`config.mk`:
```
export PLATFORM = sky130hd
export DESIGN_NAME = ssbs_core
export DESIGN_NICKNAME = d
export VERILOG_FILES = /design/src/include/ssbs_pkg.sv /design/src/core/ssbs_core.sv
export SDC_FILE = /design/constraint.sdc
export NUM_CORES = 1
export LEC_CHECK = 0
export ABC_AREA = 1
export BUFFER_PORTS_ARGS = -buffer_cell sky130_fd_sc_hd__buf_2
export CAP_MARGIN = 10
export CORE_MARGIN = 10
export CORE_UTILIZATION = 40
export DETAILED_ROUTE_END_ITERATION = 7
export PLACE_DENSITY = 0.61
export RECOVER_POWER = 50
export SLEW_MARGIN = 40
export SYNTH_ARGS = -nofsm -noshare
export SYNTH_HDL_FRONTEND = slang
export SYNTH_SLANG_ARGS = --single-unit
```
`constraint.sdc`:
```
create_clock -name sys_clk -period 4.6 [get_ports sys_clk]
set_input_delay 0.46 -clock sys_clk [delete_from_list [all_inputs] [get_ports sys_clk]]
set_output_delay 0.46 -clock sys_clk [all_outputs]
set_load 0.05 [all_outputs]
```
`src/include/ssbs_pkg.sv`:
```
// package: constants and types of the synchronous serial byte shifter
package ssbs_pkg;

  localparam int unsigned BYTE_BITS         = 8;     // bits per transfer
  localparam int unsigned SYS_CLK_PERIOD_PS = 8000;  // sys_clk period, ps
  localparam int unsigned SCK_CYCLE_MIN_PS  = 62500; // least serial cycle, ps
  // half serial period in sys_clk cycles, rounded up (least time)
  localparam int unsigned HALF_DIV_CYC =
    (SCK_CYCLE_MIN_PS + 2 * SYS_CLK_PERIOD_PS - 1) / (2 * SYS_CLK_PERIOD_PS);
  localparam logic [3:0] BIT_CNT_RST = 4'h0;    // bit counter after reset
  localparam logic [7:0] DATA_RST    = 8'h00;   // shift data after reset
  localparam logic       SDO_RST     = 1'b0;    // data pin after reset

  // one-hot transfer states
  typedef enum logic [1:0] {
    SSBS_IDLE = 2'b01,
    SSBS_RUN  = 2'b10
  } ssbs_state_t;

  // configuration set by software
  typedef struct packed {
    logic master;   // 1: this end makes the serial clock
    logic pol_neg;  // 1: negative polarity, clock rests low
  } ssbs_cfg_t;

  // pin outputs toward the peer
  typedef struct packed {
    logic sck_o;    // serial clock out
    logic sck_oe;   // serial clock driven
    logic sdo;      // serial data out
  } ssbs_pins_t;

endpackage

```
`src/core/ssbs_core.sv`:
```
// module: eight-bit synchronous serial shifter, master or slave
`timescale 1ns/1ps
`default_nettype none

module ssbs_core #(
  parameter int unsigned HALF_DIV = ssbs_pkg::HALF_DIV_CYC
) (
  // clock and reset
  input  wire logic               sys_clk,
  input  wire logic               reset,
  // software configuration
  input  wire ssbs_pkg::ssbs_cfg_t cfg,
  // user data side
  input  wire logic               start,
  input  wire logic [7:0]         tx_data,
  output var  logic [7:0]         rx_data,
  output var  logic               done,
  output var  logic               busy,
  // serial pins
  input  wire logic               sck_i,
  input  wire logic               sdi,
  output var  ssbs_pkg::ssbs_pins_t pins
);
  import ssbs_pkg::*;

  localparam int unsigned DW = $clog2(HALF_DIV + 1); // divider width
  localparam logic [DW-1:0] DIV_LAST = DW'(HALF_DIV - 1);
  localparam logic [3:0]    BIT_LAST = 4'(BYTE_BITS - 1);

  // synchronisers for the pins
  logic sck_s1_reg, sck_s2_reg, sck_s3_reg; // s3 keeps last synced level
  logic sdi_s1_reg, sdi_s2_reg;

  // transfer state
  ssbs_state_t state_reg, state_next;
  ssbs_cfg_t   cfg_reg, cfg_next;          // config held during a byte
  logic [DW-1:0] div_reg, div_next;        // half period divider
  logic [3:0]  bit_reg, bit_next;          // sampled bit count
  logic [7:0]  tx_reg, tx_next;            // outgoing shift data
  logic [7:0]  rx_reg, rx_next;            // incoming shift data
  logic [7:0]  rxo_reg, rxo_next;          // last received byte
  logic        sck_reg, sck_next;          // driven serial clock
  logic        oe_reg, oe_next;            // clock output enable
  logic        sdo_reg, sdo_next;          // data pin
  logic        done_reg, done_next;        // byte complete pulse
  logic        busy_reg, busy_next;        // transfer in progress

  // edge events
  logic tick;       // master half period elapsed
  logic s_rise;     // synced peer clock rose
  logic s_fall;     // synced peer clock fell
  logic lead_ev;    // shift-out edge
  logic trail_ev;   // sample edge

  // pin synchronisers, two flops before any use
  always_ff @(posedge sys_clk) begin
    if (reset) begin
      sck_s1_reg <= 1'b0;
      sck_s2_reg <= 1'b0;
      sck_s3_reg <= 1'b0;
      sdi_s1_reg <= 1'b0;
      sdi_s2_reg <= 1'b0;
    end else begin
      sck_s1_reg <= sck_i;
      sck_s2_reg <= sck_s1_reg;
      sck_s3_reg <= sck_s2_reg;
      sdi_s1_reg <= sdi;
      sdi_s2_reg <= sdi_s1_reg;
    end
  end

  // edge detection on the synced clock and the own divider
  always_comb begin
    // divider ticks only when this end owns the serial clock
    tick   = (state_reg == SSBS_RUN) && cfg_reg.master
             && (div_reg == DIV_LAST);
    s_rise = sck_s2_reg && !sck_s3_reg;
    s_fall = !sck_s2_reg && sck_s3_reg;
    if (cfg_reg.master) begin
      // master: first tick leaves the rest level, second returns
      lead_ev  = tick && (sck_reg == !cfg_reg.pol_neg);
      trail_ev = tick && (sck_reg == cfg_reg.pol_neg);
    end else if (cfg_reg.pol_neg) begin
      // slave, negative polarity
      lead_ev  = (state_reg == SSBS_RUN) && s_rise;
      trail_ev = (state_reg == SSBS_RUN) && s_fall;
    end else begin
      // slave, positive polarity
      lead_ev  = (state_reg == SSBS_RUN) && s_fall;
      trail_ev = (state_reg == SSBS_RUN) && s_rise;
    end
  end

  // next state of the transfer
  always_comb begin
    state_next = state_reg;
    cfg_next   = cfg_reg;
    div_next   = div_reg;
    bit_next   = bit_reg;
    tx_next    = tx_reg;
    rx_next    = rx_reg;
    rxo_next   = rxo_reg;
    sck_next   = sck_reg;
    oe_next    = oe_reg;
    sdo_next   = sdo_reg;
    done_next  = 1'b0;
    busy_next  = busy_reg;
    case (state_reg)
      SSBS_IDLE: begin
        // clock rests at the polarity's level
        cfg_next = cfg;
        sck_next = !cfg.pol_neg;
        oe_next  = cfg.master;
        if (start) begin
          // take the byte, keep the last bit on the pin
          state_next = SSBS_RUN;
          div_next   = '0;
          bit_next   = BIT_CNT_RST;
          tx_next    = tx_data;
          busy_next  = 1'b1;
        end
      end
      SSBS_RUN: begin
        // divider counts in both roles; only the master ticks
        if (tick) begin
          div_next = '0;
          sck_next = !sck_reg;
        end else begin
          div_next = DW'(div_reg + 1'b1);
        end
        // shift out on the lead edge, msb first
        if (lead_ev) begin
          sdo_next = tx_reg[7];
          tx_next  = {tx_reg[6:0], 1'b0};
        end
        // sample on the trail edge
        if (trail_ev) begin
          rx_next  = {rx_reg[6:0], sdi_s2_reg};
          bit_next = 4'(bit_reg + 1'b1);
          if (bit_reg == BIT_LAST) begin
            // eighth sample: clock is back at rest, sdo kept
            state_next = SSBS_IDLE;
            rxo_next   = {rx_reg[6:0], sdi_s2_reg};
            done_next  = 1'b1;
            busy_next  = 1'b0;
          end
        end
      end
      default: begin
        // illegal code: back to rest
        state_next = SSBS_IDLE;
        busy_next  = 1'b0;
      end
    endcase
  end

  // transfer registers
  always_ff @(posedge sys_clk) begin
    if (reset) begin
      state_reg <= SSBS_IDLE;
      cfg_reg   <= '0;
      div_reg   <= '0;
      bit_reg   <= BIT_CNT_RST;
      tx_reg    <= DATA_RST;
      rx_reg    <= DATA_RST;
      rxo_reg   <= DATA_RST;
      sck_reg   <= 1'b1;
      oe_reg    <= 1'b0;
      sdo_reg   <= SDO_RST;
      done_reg  <= 1'b0;
      busy_reg  <= 1'b0;
    end else begin
      state_reg <= state_next;
      cfg_reg   <= cfg_next;
      div_reg   <= div_next;
      bit_reg   <= bit_next;
      tx_reg    <= tx_next;
      rx_reg    <= rx_next;
      rxo_reg   <= rxo_next;
      sck_reg   <= sck_next;
      oe_reg    <= oe_next;
      sdo_reg   <= sdo_next;
      done_reg  <= done_next;
      busy_reg  <= busy_next;
    end
  end

  // outputs straight from flops
  assign rx_data     = rxo_reg;
  assign done        = done_reg;
  assign busy        = busy_reg;
  assign pins.sck_o  = sck_reg;
  assign pins.sck_oe = oe_reg;
  assign pins.sdo    = sdo_reg;

  // checks
  // done is seen 16 * HALF_DIV + 1 edges after the start edge (master)
  localparam int XFER_WAIT = 16 * HALF_DIV - 1; // edges after start + 2
  logic m_pos, m_neg;                           // master polarity helpers
  assign m_pos = cfg_reg.master && !cfg_reg.pol_neg && busy_reg;
  assign m_neg = cfg_reg.master && cfg_reg.pol_neg && busy_reg;

  property p_role_oe;
    @(posedge sys_clk) disable iff (reset)
      (state_reg == SSBS_RUN) |-> (oe_reg == cfg_reg.master);
  endproperty
  a_role_oe: assert property (p_role_oe) else $error("clock enable vs role");

  property p_pol_rest;
    @(posedge sys_clk) disable iff (reset)
      (state_reg == SSBS_IDLE) ##1 (state_reg == SSBS_IDLE)
        |-> (sck_reg == !$past(cfg.pol_neg));
  endproperty
  a_pol_rest: assert property (p_pol_rest) else $error("rest level vs polarity");

  property p_pos_shift;
    @(posedge sys_clk) disable iff (reset)
      (m_pos && $changed(sdo_reg)) |-> $fell(sck_reg);
  endproperty
  a_pos_shift: assert property (p_pos_shift) else $error("pos data not on fall");

  property p_pos_end;
    @(posedge sys_clk) disable iff (reset)
      (done_reg && !cfg_reg.pol_neg && cfg_reg.master)
        |-> sck_reg ##1 ($stable(sdo_reg) && sck_reg);
  endproperty
  a_pos_end: assert property (p_pos_end) else $error("pos end not high/held");

  property p_neg_shift;
    @(posedge sys_clk) disable iff (reset)
      (m_neg && $changed(sdo_reg)) |-> $rose(sck_reg);
  endproperty
  a_neg_shift: assert property (p_neg_shift) else $error("neg data not on rise");

  property p_neg_end;
    @(posedge sys_clk) disable iff (reset)
      (done_reg && cfg_reg.pol_neg && cfg_reg.master)
        |-> !sck_reg ##1 ($stable(sdo_reg) && !sck_reg);
  endproperty
  a_neg_end: assert property (p_neg_end) else $error("neg end not low/held");

  property p_byte_len;
    @(posedge sys_clk) disable iff (reset)
      (state_reg == SSBS_IDLE && start && cfg.master)
        |=> !done_reg [*2] ##XFER_WAIT done_reg;
  endproperty
  a_byte_len: assert property (p_byte_len) else $error("master byte length");

  property p_done_pulse;
    @(posedge sys_clk) disable iff (reset)
      done_reg |-> !busy_reg ##1 !done_reg;
  endproperty
  a_done_pulse: assert property (p_done_pulse) else $error("done not a pulse");

  c_master_pos: cover property (@(posedge sys_clk) done_reg && m_pos == 1'b0
    && cfg_reg.master && !cfg_reg.pol_neg);
  c_master_neg: cover property (@(posedge sys_clk) done_reg
    && cfg_reg.master && cfg_reg.pol_neg);
  c_slave_byte: cover property (@(posedge sys_clk) done_reg && !cfg_reg.master);

endmodule
`default_nettype wire

```
==> results of run 1 <==
==> Yosys cell counts, types with 4 or more instances <==
cell                        n
sky130_fd_sc_hd__o21ai_0   19
sky130_fd_sc_hd__clkbuf_1   4
sky130_fd_sc_hd__dfxtp_1   42
sky130_fd_sc_hd__inv_1     25
sky130_fd_sc_hd__nor2_1    41
sky130_fd_sc_hd__nand3_1   24
sky130_fd_sc_hd__nand2_2    5
sky130_fd_sc_hd__buf_4      4
sky130_fd_sc_hd__nand2_1   53
sky130_fd_sc_hd__a21oi_1   18
==> power breakdown <==
| group | total [uW] | internal (uW) | leakage [uW] | switching, uW |
|---|---|---|---|---|
| registers | 391 | 380 | 0.000343 | 10.6 |
| clock network | 215 | 102 | 0.0000438 | 114 |
| logic | 85.0 | 27.8 | 0.000507 | 57.3 |
| total | 691 | 509 | 0.000893 | 182 |
==> area by class of cell <==
| class | count | area share |
|---|---|---|
| Inverter | 27 | 0.0511 |
| Clock buffer | 5 | 0.0347 |
| Sequential cell | 42 | 0.424 |
| Tap cell | 52 | 0.0328 |
| Multi-Input combinational cell | 172 | 0.393 |
| Clock inverter | 2 | 0.00505 |
| Timing Repair Buffer | 27 | 0.0593 |
==> metrics by stage <==
stage / total power, uW / hold WS (ps) / utilization / setup slack, ps
after floorplan: 472 / 388 / - / 2840
after global placement: 485 / 389 / 0.442 / 2730
after detailed placement: 486 / 395 / 0.442 / 2660
after CTS: 706 / 365 / 0.460 / 2660
after global routing: 734 / 362 / 0.452 / 1980
final: 691 / 373 / 0.452 / 2360
==> routing by layer <==
metal,vias up,wire [um]
li1,835,-
met1,682,1670
met2,30,1480
met3,4,275
met4,0,39
met5,-,0
==> placed cells by master (no fill, tap or decap) <==
master | netlist | final
sky130_fd_sc_hd__nand2_1 | 53 | 55
sky130_fd_sc_hd__nor2_1 | 41 | 42
sky130_fd_sc_hd__dfxtp_1 | 42 | 42
sky130_fd_sc_hd__inv_1 | 25 | 26
sky130_fd_sc_hd__nand3_1 | 24 | 24
sky130_fd_sc_hd__o21ai_0 | 19 | 19
sky130_fd_sc_hd__a21oi_1 | 18 | 18
sky130_fd_sc_hd__clkbuf_1 | 4 | 14
sky130_fd_sc_hd__buf_2 | 2 | 13
sky130_fd_sc_hd__clkbuf_8 | 0 | 5
sky130_fd_sc_hd__nand2_2 | 5 | 4
sky130_fd_sc_hd__nor3_1 | 2 | 2
sky130_fd_sc_hd__ha_1 | 2 | 2
sky130_fd_sc_hd__clkinv_2 | 0 | 2
sky130_fd_sc_hd__xnor2_1 | 1 | 1
sky130_fd_sc_hd__nor2_2 | 1 | 1
sky130_fd_sc_hd__nor2_4 | 2 | 1
sky130_fd_sc_hd__a22oi_1 | 1 | 1
sky130_fd_sc_hd__xor2_1 | 1 | 1
sky130_fd_sc_hd__inv_2 | 2 | 1
sky130_fd_sc_hd__nand4_1 | 1 | 1
==> path summary, 6_finish.rpt <==
kind                                           startpoint                 endpoint  slack (ps)  cells after the start
worst max-delay path            state_reg[0]$_SDFFE_PP1P_  rx_data[2]$_SDFFE_PP0P_        2360                      9
worst min register to register      sck_s1_reg$_SDFF_PP0_    sck_s2_reg$_SDFF_PP0_         410                      2
worst max register to register  state_reg[0]$_SDFFE_PP1P_  rx_data[2]$_SDFFE_PP0P_        2360                      9
worst min-delay path                                sck_i    sck_s1_reg$_SDFF_PP0_         370                      3
==> cells by family (layout without fill, tap and decap cells) <==
family                     after synthesis  in the layout  share of synthesized area
xor gates and xnor gates                 2              2                    0.00965
AOI/OAI and AO/OA                       38             38                      0.106
adders and majority gates                2              2                     0.0138
DFF                                     42             42                      0.463
and+or+nand+nor                        130            130                      0.309
buffers and inverters                   39             61                     0.0986
==> worst max-delay path, stage by stage (launching register included) <==
cell	delay, ps
sky130_fd_sc_hd__dfxtp_1	340
sky130_fd_sc_hd__inv_1	90
sky130_fd_sc_hd__nand2_1	350
sky130_fd_sc_hd__nor2_1	460
sky130_fd_sc_hd__nand2_2	90
sky130_fd_sc_hd__nand2_1	260
sky130_fd_sc_hd__nand2_2	230
sky130_fd_sc_hd__nor2_2	220
sky130_fd_sc_hd__nand2_1	80
sky130_fd_sc_hd__nand2_1	60
==> run_summary.xml, run 1 <==
<?xml version="1.0" encoding="UTF-8"?>
<metrics>
  <group name="detailed_routing">
    <metric name="detailedRoute.firstPassIterationCount" unit="">4</metric>
    <metric name="drt-vias-per-instance" unit="">4.74</metric>
    <metric name="ant_nets" unit="">0</metric>
    <metric name="route.final.wire_length" unit="mm">3.46</metric>
    <metric name="detail_route.drc_violations" unit="">0</metric>
    <metric name="routed_wirelength_normalized_by_instance_count" unit="um">10.6</metric>
    <metric name="dr_total_vias" unit="">1551</metric>
    <metric name="detail_route.iter0.violations" unit="">79</metric>
  </group>
  <group name="global_route">
    <metric name="grt_overflow" unit="">0</metric>
    <metric name="grt_most_used_layer" unit="">met2</metric>
    <metric name="wire_length_of_the_first_global_routing_pass" unit="mm">5.95</metric>
    <metric name="globalRouteTotalUtil" unit="">0.0958</metric>
    <metric name="grt_util_met1" unit="">0.115</metric>
    <metric name="grt_max_degree" unit="">25</metric>
    <metric name="first_global_vias" unit="">1368</metric>
    <metric name="grt_util_met3" unit="">0.0459</metric>
    <metric name="grt.met2_usage" unit="">0.144</metric>
    <metric name="antenna_found_initial" unit="">0</metric>
  </group>
  <group name="timing">
    <metric name="worst-slew-pin-transition" unit="ps">765</metric>
    <metric name="timing.final.crit_period" unit="ps">2240</metric>
    <metric name="final.period_utilization" unit="">0.487</metric>
    <metric name="slew_violations" unit="">0</metric>
    <metric name="clock_skew" unit="ps">5.11</metric>
    <metric name="final-setup-viol-count" unit="">0</metric>
    <metric name="fin_setup_tns" unit="ps">0</metric>
    <metric name="maxSlewHeadroom" unit="">0.490</metric>
    <metric name="max_freq" unit="GHz">0.447</metric>
    <metric name="unrepaired_setup_endpoints_after_global_routing" unit="">no</metric>
    <metric name="timing_hold_violations_final" unit="">0</metric>
  </group>
  <group name="synthesis">
    <metric name="async_reset_ff_frac" unit="">0</metric>
    <metric name="syn-instance-count" unit="">253</metric>
    <metric name="yosys-top-cells-area" unit="">sky130_fd_sc_hd__dfxtp_1, sky130_fd_sc_hd__nand2_1, sky130_fd_sc_hd__nor2_1</metric>
    <metric name="synth_top_flop_cell" unit="">sky130_fd_sc_hd__dfxtp_1</metric>
    <metric name="synth.ff_latch_count" unit="">42</metric>
    <metric name="average_footprint_of_a_synthesized_cell" unit="um^2">7.18</metric>
    <metric name="ys_seq_area_frac" unit="">0.463</metric>
    <metric name="number_of_enable_flip_flop_cells_after_synthesis" unit="">0</metric>
    <metric name="yosys_warnings" unit="">0</metric>
    <metric name="synth.largest_area_cell" unit="">sky130_fd_sc_hd__dfxtp_1</metric>
    <metric name="synthesis.area" unit="um^2">1820</metric>
    <metric name="yosys.area.top_type_share" unit="">0.463</metric>
    <metric name="number_of_distinct_library_cell_variants_in_the_gate_level_netlist_after_synthesis" unit="">22</metric>
    <metric name="synthesis.nets" unit="">270</metric>
  </group>
  <group name="floorplanning">
    <metric name="initial_utilization" unit="">0.414</metric>
    <metric name="io-pin-count" unit="">28</metric>
    <metric name="x_dimension_of_the_die" unit="um">87.4</metric>
    <metric name="die_y" unit="um">87.4</metric>
    <metric name="core" unit="um^2">4380</metric>
    <metric name="floorplan.die_area" unit="um^2">7630</metric>
    <metric name="floorplan.rows" unit="">24</metric>
  </group>
  <group name="layout">
    <metric name="area.sequential" unit="um^2">841</metric>
    <metric name="nNetsFinal" unit="">292</metric>
    <metric name="finalNonFillerCells" unit="">327</metric>
    <metric name="fin_area" unit="um^2">1980</metric>
    <metric name="layout.filler_cells" unit="">473</metric>
    <metric name="areaGrowthSynthToFinish" unit="%">9.17</metric>
    <metric name="drive_gt1_frac" unit="">0.0982</metric>
    <metric name="antenna-diode-count" unit="">0</metric>
    <metric name="area_taken_by_multi_input_logic_gates" unit="um^2">778</metric>
  </group>
  <group name="placed_design">
    <metric name="hpwlAfterDp" unit="mm">2.42</metric>
    <metric name="place.gp.congestion" unit="">0.776</metric>
    <metric name="placed_instance_area" unit="um^2">1940</metric>
    <metric name="dp_cells" unit="">320</metric>
    <metric name="port_buffers" unit="">27</metric>
  </group>
  <group name="clock_tree">
    <metric name="htreeDepth" unit="">2</metric>
    <metric name="cts_resized" unit="">0</metric>
    <metric name="clkTransAtPathRegs" unit="ps">70</metric>
    <metric name="clkSinkCount" unit="">42</metric>
    <metric name="cts_max_path_buffers" unit="">2</metric>
    <metric name="cts-hold-fix-buffers" unit="">0</metric>
    <metric name="clock_latency" unit="ps">280</metric>
    <metric name="cts_tree" unit="">yes</metric>
    <metric name="root_buf_cell" unit="">sky130_fd_sc_hd__clkbuf_8</metric>
    <metric name="numCtsBuffers" unit="">5</metric>
    <metric name="cts_setup_buffers" unit="">0</metric>
  </group>
  <group name="worst_setup_path">
    <metric name="critPathKind" unit="">reg -&gt; reg</metric>
    <metric name="cp_max_fo" unit="">19</metric>
    <metric name="timing.critical_path.required" unit="ps">4830</metric>
    <metric name="critical_path.endpoint_type" unit="">flip-flop</metric>
    <metric name="timing.critical_path.arrival" unit="ps">2470</metric>
    <metric name="setup.worst_path.start_class" unit="">flip-flop</metric>
  </group>
  <group name="power">
    <metric name="power-per-cell-area" unit="nW/um^2">349</metric>
    <metric name="peakVddDrop" unit="mV">0.124</metric>
    <metric name="cellLeakagePower" unit="uW">0.000893</metric>
  </group>
  <group name="run">
    <metric name="maxCapViolCount" unit="">0</metric>
  </group>
  <group name="outcome">
    <metric name="outcome" unit="">complete, no violations</metric>
  </group>
  <group name="worst_hold_path">
    <metric name="min-delay-path-class" unit="">in -&gt; reg</metric>
  </group>
</metrics>
Note: power is estimated with default switching activity, not from simulation.
==> inputs of run 2 (changes only) <==
Settings changed: ABC_AREA 1 to 0, PLACE_DENSITY 0.61 to 0.63.
Clock period 4.6 ns to 2 ns, I/O delays scaled along.
==> run_summary.xml, run 2 <==
<?xml version="1.0" encoding="UTF-8"?>
<metrics>
  <group name="floorplanning">
    <metric name="floorplan.die_area" unit="um^2">7650</metric>
    <metric name="core" unit="um^2">4380</metric>
    <metric name="die_y" unit="um">87.5</metric>
    <metric name="initial_utilization" unit="">0.416</metric>
    <metric name="x_dimension_of_the_die" unit="um">87.5</metric>
    <metric name="io-pin-count" unit="">28</metric>
    <metric name="floorplan.rows" unit="">24</metric>
  </group>
  <group name="synthesis">
    <metric name="number_of_distinct_library_cell_variants_in_the_gate_level_netlist_after_synthesis" unit="">40</metric>
    <metric name="synth.ff_latch_count" unit="">42</metric>
    <metric name="average_footprint_of_a_synthesized_cell" unit="um^2">9.49</metric>
    <metric name="synthesis.area" unit="um^2">1820</metric>
    <metric name="synthesis.nets" unit="">209</metric>
    <metric name="synth_top_cells_by_count" unit="">sky130_fd_sc_hd__dfxtp_1, sky130_fd_sc_hd__nor2_1, sky130_fd_sc_hd__nand2_1</metric>
    <metric name="ys_seq_area_frac" unit="">0.462</metric>
    <metric name="yosys_warnings" unit="">0</metric>
    <metric name="post-synth-top-count-cell" unit="">sky130_fd_sc_hd__dfxtp_1</metric>
    <metric name="yosys.area.top_type_share" unit="">0.462</metric>
    <metric name="synth_top_flop_cell" unit="">sky130_fd_sc_hd__dfxtp_1</metric>
    <metric name="async_reset_ff_frac" unit="">0</metric>
    <metric name="number_of_enable_flip_flop_cells_after_synthesis" unit="">0</metric>
    <metric name="yosys-top-cells-area" unit="">sky130_fd_sc_hd__dfxtp_1, sky130_fd_sc_hd__mux2i_1, sky130_fd_sc_hd__nor2_1</metric>
    <metric name="syn-instance-count" unit="">192</metric>
    <metric name="synth.largest_area_cell" unit="">sky130_fd_sc_hd__dfxtp_1</metric>
  </group>
  <group name="global_route">
    <metric name="globalRouteTotalUtil" unit="">0.0995</metric>
    <metric name="grt_max_degree" unit="">24</metric>
    <metric name="grt_overflow" unit="">0</metric>
    <metric name="antenna_found_initial" unit="">0</metric>
    <metric name="wire_length_of_the_first_global_routing_pass" unit="mm">6.17</metric>
    <metric name="first_global_vias" unit="">1343</metric>
  </group>
  <group name="timing">
    <metric name="maxSlewHeadroom" unit="">0.238</metric>
    <metric name="timing_hold_violations_final" unit="">0</metric>
    <metric name="timing.final.crit_period" unit="ps">1800</metric>
    <metric name="post-route-worst-setup-slack" unit="ps">199</metric>
    <metric name="fin_setup_tns" unit="ps">0</metric>
    <metric name="final-setup-viol-count" unit="">0</metric>
    <metric name="max_freq" unit="GHz">0.555</metric>
    <metric name="clock_skew" unit="ps">2.82</metric>
    <metric name="worst-slew-pin-transition" unit="ps">1140</metric>
    <metric name="unrepaired_setup_endpoints_after_global_routing" unit="">no</metric>
    <metric name="final.period_utilization" unit="">0.901</metric>
    <metric name="slew_violations" unit="">0</metric>
  </group>
  <group name="clock_tree">
    <metric name="cts_max_path_buffers" unit="">2</metric>
    <metric name="clkSinkCount" unit="">42</metric>
    <metric name="cts_resized" unit="">0</metric>
    <metric name="clkTransAtPathRegs" unit="ps">80</metric>
    <metric name="cts_tree" unit="">yes</metric>
    <metric name="cts-hold-fix-buffers" unit="">0</metric>
    <metric name="numCtsBuffers" unit="">5</metric>
    <metric name="htreeDepth" unit="">2</metric>
    <metric name="cts_setup_buffers" unit="">0</metric>
    <metric name="root_buf_cell" unit="">sky130_fd_sc_hd__clkbuf_8</metric>
    <metric name="clock_latency" unit="ps">290</metric>
  </group>
  <group name="run">
    <metric name="maxCapViolCount" unit="">0</metric>
  </group>
  <group name="detailed_routing">
    <metric name="ant_nets" unit="">0</metric>
    <metric name="routed_wirelength_normalized_by_instance_count" unit="um">13.0</metric>
    <metric name="dr_total_vias" unit="">1346</metric>
    <metric name="detailedRoute.firstPassIterationCount" unit="">4</metric>
    <metric name="detail_route.drc_violations" unit="">0</metric>
    <metric name="route.final.wire_length" unit="mm">3.52</metric>
    <metric name="drt-vias-per-instance" unit="">4.99</metric>
    <metric name="detail_route.iter0.violations" unit="">54</metric>
  </group>
  <group name="worst_setup_path">
    <metric name="critical-path-slowest-cell" unit="">sky130_fd_sc_hd__dfxtp_1</metric>
    <metric name="critPathMaxStageDelay" unit="ps">360</metric>
    <metric name="timing.critical_path.arrival" unit="ps">1990</metric>
    <metric name="critical_path.cell_chain" unit="">ha_1, nand3b_1, or2_4, o211ai_4, buf_12, nor2_1, a311oi_1</metric>
    <metric name="critical_path_buf_inv_count" unit="">1</metric>
    <metric name="critical_path.endpoint_type" unit="">flip-flop</metric>
    <metric name="cp_max_fo" unit="">16</metric>
    <metric name="timing.critical_path.required" unit="ps">2190</metric>
    <metric name="timing.critical_path.max_delay_family" unit="">simple AND/OR/NAND/NOR gates</metric>
    <metric name="setup.worst_path.start_class" unit="">flip-flop</metric>
    <metric name="critPathKind" unit="">reg -&gt; reg</metric>
  </group>
  <group name="worst_hold_path">
    <metric name="min-delay-path-class" unit="">in -&gt; reg</metric>
  </group>
  <group name="placed_design">
    <metric name="place_ws" unit="ps">218</metric>
    <metric name="port_buffers" unit="">27</metric>
    <metric name="hpwlAfterDp" unit="mm">2.57</metric>
    <metric name="place.gp.congestion" unit="">0.799</metric>
  </group>
  <group name="layout">
    <metric name="drive_gt1_frac" unit="">0.165</metric>
    <metric name="final_common_cell" unit="">sky130_fd_sc_hd__dfxtp_1</metric>
    <metric name="antenna-diode-count" unit="">0</metric>
    <metric name="nNetsFinal" unit="">234</metric>
    <metric name="areaGrowthSynthToFinish" unit="%">12.4</metric>
    <metric name="layout_common_cells" unit="">sky130_fd_sc_hd__dfxtp_1, sky130_fd_sc_hd__nor2_1, sky130_fd_sc_hd__nand2_1, sky130_fd_sc_hd__mux2i_1, sky130_fd_sc_hd__clkbuf_1</metric>
  </group>
  <group name="power">
    <metric name="power-per-cell-area" unit="nW/um^2">770</metric>
    <metric name="peakVddDrop" unit="mV">0.369</metric>
    <metric name="cellLeakagePower" unit="uW">0.000877</metric>
  </group>
  <group name="outcome">
    <metric name="outcome" unit="">complete, no violations</metric>
  </group>
</metrics>
-- run 2: cell types whose count changed in the layout (fill, tap and decap cells not counted), moves of 10 or more --
cell / change
sky130_fd_sc_hd__o21ai_0: -16
sky130_fd_sc_hd__nor2_1: -13
sky130_fd_sc_hd__a21oi_1: -10
sky130_fd_sc_hd__mux2i_1: +19
sky130_fd_sc_hd__nand3_1: -20
sky130_fd_sc_hd__inv_1: -23
sky130_fd_sc_hd__nand2_1: -34
-- run 2: cells by family after synthesis --
kind of cell / after synthesis / share of synthesized area
simple gates: 79 / 0.214
flops: 42 / 0.462
compound gates: 29 / 0.134
mux: 19 / 0.104
buf+inv: 18 / 0.0577
xor+xnor: 3 / 0.0144
fa+ha+maj: 2 / 0.0137
-- run 2: through the flow --
stage / hold slack (ps) / utilization / area (um^2) / total power, uW / cells
floorplan: 309 / - / 1820 / 1030 / 192
global placement: 407 / 0.453 / 1990 / 1070 / 262
detailed placement: 416 / 0.453 / 1990 / 1070 / 262
global route: 117 / 0.467 / 2050 / 1650 / 270
CTS: 104 / 0.473 / 2070 / 1610 / 270
finish: 113 / 0.467 / 2050 / 1580 / 270
-- run 2: power breakdown --
| group | switching (uW) | internal [uW] |
|---|---|---|
| logic | 92.4 | 64.6 |
| clock network | 284 | 246 |
| registers | 26.2 | 864 |
| total | 403 | 1170 |
-- run 2: final cells by class --
class	instances	area, um^2
Tap cell	52	65.1
Sequential cell	42	841
Inverter	3	11.3
Fill cell	446	2340
Clock buffer	6	72.6
Multi-Input combinational cell	132	876
Timing Repair Buffer	33	169
Clock inverter	2	13.8
-- run 2: metal layers --
metal	wire length [um]	up-vias	part of all wire	track usage
met5	0	-	0	0
met4	44	0	0.013	0.0348
met3	239	5	0.068	0.0403
met2	1550	33	0.44	0.154
met1	1690	604	0.48	0.121
li1	-	704	-	-
-- run 2: final timing paths --
path,from,to,slack [ps],cells past startpoint
hold / removal,sdi,sdi_s1_reg$_SDFF_PP0_,110,2
hold reg to reg,sdi_s1_reg$_SDFF_PP0_,sdi_s2_reg$_SDFF_PP0_,440,1
setup reg to reg,div_reg[0]$_SDFFE_PP0P_,tx_reg[2]$_SDFFE_PP0P_,200,7
setup / recovery,div_reg[0]$_SDFFE_PP0P_,tx_reg[2]$_SDFFE_PP0P_,200,7
==> inputs of run 3 (changes only) <==
Settings changed: ABC_AREA 0 to 1.
==> run_summary.xml, run 3 (same netlist as run 1, synthesis figures left out) <==
<?xml version="1.0" encoding="UTF-8"?>
<metrics>
  <group name="worst_setup_path">
    <metric name="setup.worst_path.start_class" unit="">flip-flop</metric>
    <metric name="rr_startpoint" unit="">state_reg[0]$_SDFFE_PP1P_</metric>
    <metric name="reg2reg_to" unit="">tx_reg[1]$_SDFFE_PP0P_</metric>
    <metric name="critical_path.endpoint_type" unit="">flip-flop</metric>
    <metric name="cp_max_fo" unit="">17</metric>
    <metric name="ff2ff_path_depth" unit="">6</metric>
    <metric name="timing.critical_path.arrival" unit="ps">1840</metric>
    <metric name="timing.critical_path.required" unit="ps">2180</metric>
    <metric name="reg2reg_slack" unit="ps">340</metric>
    <metric name="critPathKind" unit="">reg -&gt; reg</metric>
  </group>
  <group name="global_route">
    <metric name="first_global_vias" unit="">1421</metric>
    <metric name="grt_util_met1" unit="">0.122</metric>
    <metric name="grt_util_met3" unit="">0.0393</metric>
    <metric name="grt_max_degree" unit="">25</metric>
    <metric name="antenna_found_initial" unit="">0</metric>
    <metric name="wire_length_of_the_first_global_routing_pass" unit="mm">6.26</metric>
    <metric name="grt_most_used_layer" unit="">met2</metric>
    <metric name="grt.met2_usage" unit="">0.156</metric>
    <metric name="globalRouteTotalUtil" unit="">0.0998</metric>
    <metric name="grt_overflow" unit="">0</metric>
  </group>
  <group name="power">
    <metric name="peakVddDrop" unit="mV">0.316</metric>
    <metric name="power.internal" unit="uW">1310</metric>
    <metric name="clock_power_share" unit="">0.373</metric>
    <metric name="relative_contribution_of_combinational_cells_to_total_power" unit="">0.117</metric>
    <metric name="power-per-cell-area" unit="nW/um^2">859</metric>
    <metric name="pwr-share-seq" unit="">0.510</metric>
    <metric name="post-layout-total-power" unit="uW">1760</metric>
    <metric name="switching_share" unit="">0.254</metric>
    <metric name="cellLeakagePower" unit="uW">0.000916</metric>
    <metric name="power.net_switching" unit="uW">447</metric>
  </group>
  <group name="clock_tree">
    <metric name="root_buf_cell" unit="">sky130_fd_sc_hd__clkbuf_8</metric>
    <metric name="clkSinkCount" unit="">42</metric>
    <metric name="clkTransAtPathRegs" unit="ps">80</metric>
    <metric name="cts_max_path_buffers" unit="">2</metric>
    <metric name="cts-hold-fix-buffers" unit="">0</metric>
    <metric name="clock_latency" unit="ps">290</metric>
    <metric name="htreeDepth" unit="">2</metric>
    <metric name="numCtsBuffers" unit="">5</metric>
    <metric name="cts_setup_buffers" unit="">0</metric>
    <metric name="cts_resized" unit="">0</metric>
    <metric name="cts_tree" unit="">yes</metric>
  </group>
  <group name="floorplanning">
    <metric name="floorplan.die_area" unit="um^2">7630</metric>
    <metric name="initial_utilization" unit="">0.414</metric>
    <metric name="io-pin-count" unit="">28</metric>
    <metric name="die_y" unit="um">87.4</metric>
    <metric name="floorplan.rows" unit="">24</metric>
    <metric name="x_dimension_of_the_die" unit="um">87.4</metric>
    <metric name="core" unit="um^2">4380</metric>
  </group>
  <group name="detailed_routing">
    <metric name="dr_total_vias" unit="">1560</metric>
    <metric name="ant_nets" unit="">0</metric>
    <metric name="detailedRoute.firstPassIterationCount" unit="">4</metric>
    <metric name="drt-vias-per-instance" unit="">4.71</metric>
    <metric name="route.final.wire_length" unit="mm">3.70</metric>
    <metric name="routed_wirelength_normalized_by_instance_count" unit="um">11.2</metric>
    <metric name="detail_route.iter0.violations" unit="">85</metric>
    <metric name="detail_route.drc_violations" unit="">0</metric>
  </group>
  <group name="worst_hold_path">
    <metric name="min_delay_worst_endpoint" unit="">sdi_s1_reg$_SDFF_PP0_</metric>
    <metric name="timing.hold.worst_path_depth" unit="">3</metric>
    <metric name="worstHoldStart" unit="">sdi</metric>
    <metric name="min-delay-path-class" unit="">in -&gt; reg</metric>
  </group>
  <group name="placed_design">
    <metric name="port_buffers" unit="">27</metric>
    <metric name="hpwlAfterDp" unit="mm">2.64</metric>
    <metric name="place.gp.congestion" unit="">0.783</metric>
    <metric name="placed_instance_area" unit="um^2">1960</metric>
  </group>
  <group name="layout">
    <metric name="final_common_cell" unit="">sky130_fd_sc_hd__nand2_1</metric>
    <metric name="drive_gt1_frac" unit="">0.118</metric>
    <metric name="nNetsFinal" unit="">295</metric>
    <metric name="areaGrowthSynthToFinish" unit="%">13.0</metric>
    <metric name="antenna-diode-count" unit="">0</metric>
    <metric name="fin_area" unit="um^2">2050</metric>
    <metric name="layout_common_cells" unit="">sky130_fd_sc_hd__nand2_1, sky130_fd_sc_hd__dfxtp_1, sky130_fd_sc_hd__nor2_1, sky130_fd_sc_hd__inv_1, sky130_fd_sc_hd__nand3_1</metric>
  </group>
  <group name="timing">
    <metric name="fin_setup_tns" unit="ps">0</metric>
    <metric name="clock_skew" unit="ps">7.96</metric>
    <metric name="timing_hold_violations_final" unit="">0</metric>
    <metric name="slew_violations" unit="">0</metric>
    <metric name="final.period_utilization" unit="">0.828</metric>
    <metric name="unrepaired_setup_endpoints_after_global_routing" unit="">no</metric>
    <metric name="worst-slew-pin-transition" unit="ps">806</metric>
    <metric name="timing.final.crit_period" unit="ps">1660</metric>
    <metric name="final-setup-viol-count" unit="">0</metric>
    <metric name="maxSlewHeadroom" unit="">0.463</metric>
    <metric name="worst_hold_slack" unit="ps">103</metric>
    <metric name="max_freq" unit="GHz">0.604</metric>
  </group>
  <group name="outcome">
    <metric name="outcome" unit="">complete, no violations</metric>
  </group>
  <group name="run">
    <metric name="maxCapViolCount" unit="">0</metric>
  </group>
</metrics>
run 3: cell types whose count changed in the layout (fill, tap and decap cells not counted), sizes merged, moves of 3 or more:
cell	previous run	this run
a21oi	9	18
a311oi	7	0
inv	3	27
mux2i	19	0
nand2	21	59
nand2b	3	0
nand3	4	24
nand3b	4	0
nor2	29	44
nor2b	7	0
nor3b	3	0
o21ai	5	19
run 3: worst max-delay path by stage:
| stage | startpoint | endpoint | slack, ps | cells past startpoint |
|---|---|---|---|---|
| 6_report | state_reg[0]$_SDFFE_PP1P_ | tx_reg[1]$_SDFFE_PP0P_ | 340 | 6 |
| 5_1_grt | div_reg[0]$_SDFFE_PP0P_ | rx_data[2]$_SDFFE_PP0P_ | 160 | 9 |
| 4_1_cts | div_reg[0]$_SDFFE_PP0P_ | rx_data[6]$_SDFFE_PP0P_ | 370 | 9 |
| 3_5_place_dp | div_reg[0]$_SDFFE_PP0P_ | rx_data[1]$_SDFFE_PP0P_ | 380 | 9 |
| 3_3_place_gp | div_reg[0]$_SDFFE_PP0P_ | rx_data[6]$_SDFFE_PP0P_ | 440 | 9 |
| 2_1_floorplan | state_reg[1]$_SDFFE_PP0P_ | rx_data[7]$_SDFFE_PP0P_ | 240 | 8 |
run 3: cell type report:
class	count	area [um^2]
fillers	467	2330
clock inverters	2	37.5
multi-input cells	172	796
clock buffers	6	72.6
repair buffers	30	138
inverters	27	101
flip-flops and latches	42	841
well taps	52	65.1
run 3: worst max-delay path, stage by stage (launching register included):
cell                       delay [ps]
sky130_fd_sc_hd__dfxtp_1          380
sky130_fd_sc_hd__inv_1             90
sky130_fd_sc_hd__nor2_1           270
sky130_fd_sc_hd__nand2_1          200
sky130_fd_sc_hd__clkbuf_2         300
sky130_fd_sc_hd__a21oi_1          230
sky130_fd_sc_hd__nor2_1            60
run 3: power groups by stage:
| stage | clock network [uW] | registers, uW | logic [uW] |
|---|---|---|---|
| floorplan | 0 | 918 | 167 |
| global placement | 0 | 916 | 208 |
| detailed placement | 0 | 917 | 209 |
| CTS | 681 | 898 | 210 |
| global route | 710 | 904 | 236 |
| finish | 658 | 898 | 206 |
run 3: stage by stage:
step | std cells | setup WS (ps) | util
3_5_place_dp | 323 | 383 | 0.447
4_1_cts | 331 | 375 | 0.472
5_1_grt | 331 | 162 | 0.468
3_3_place_gp | 323 | 441 | 0.447
6_report | 331 | 344 | 0.468
2_1_floorplan | 253 | 242 | -
run 3: per-layer routing:
metal | vias to the layer above | share of wire
li1 | 841 | -
met1 | 677 | 0.48
met4 | 0 | 0.0059
met3 | 2 | 0.077
met2 | 40 | 0.43
met5 | - | 0
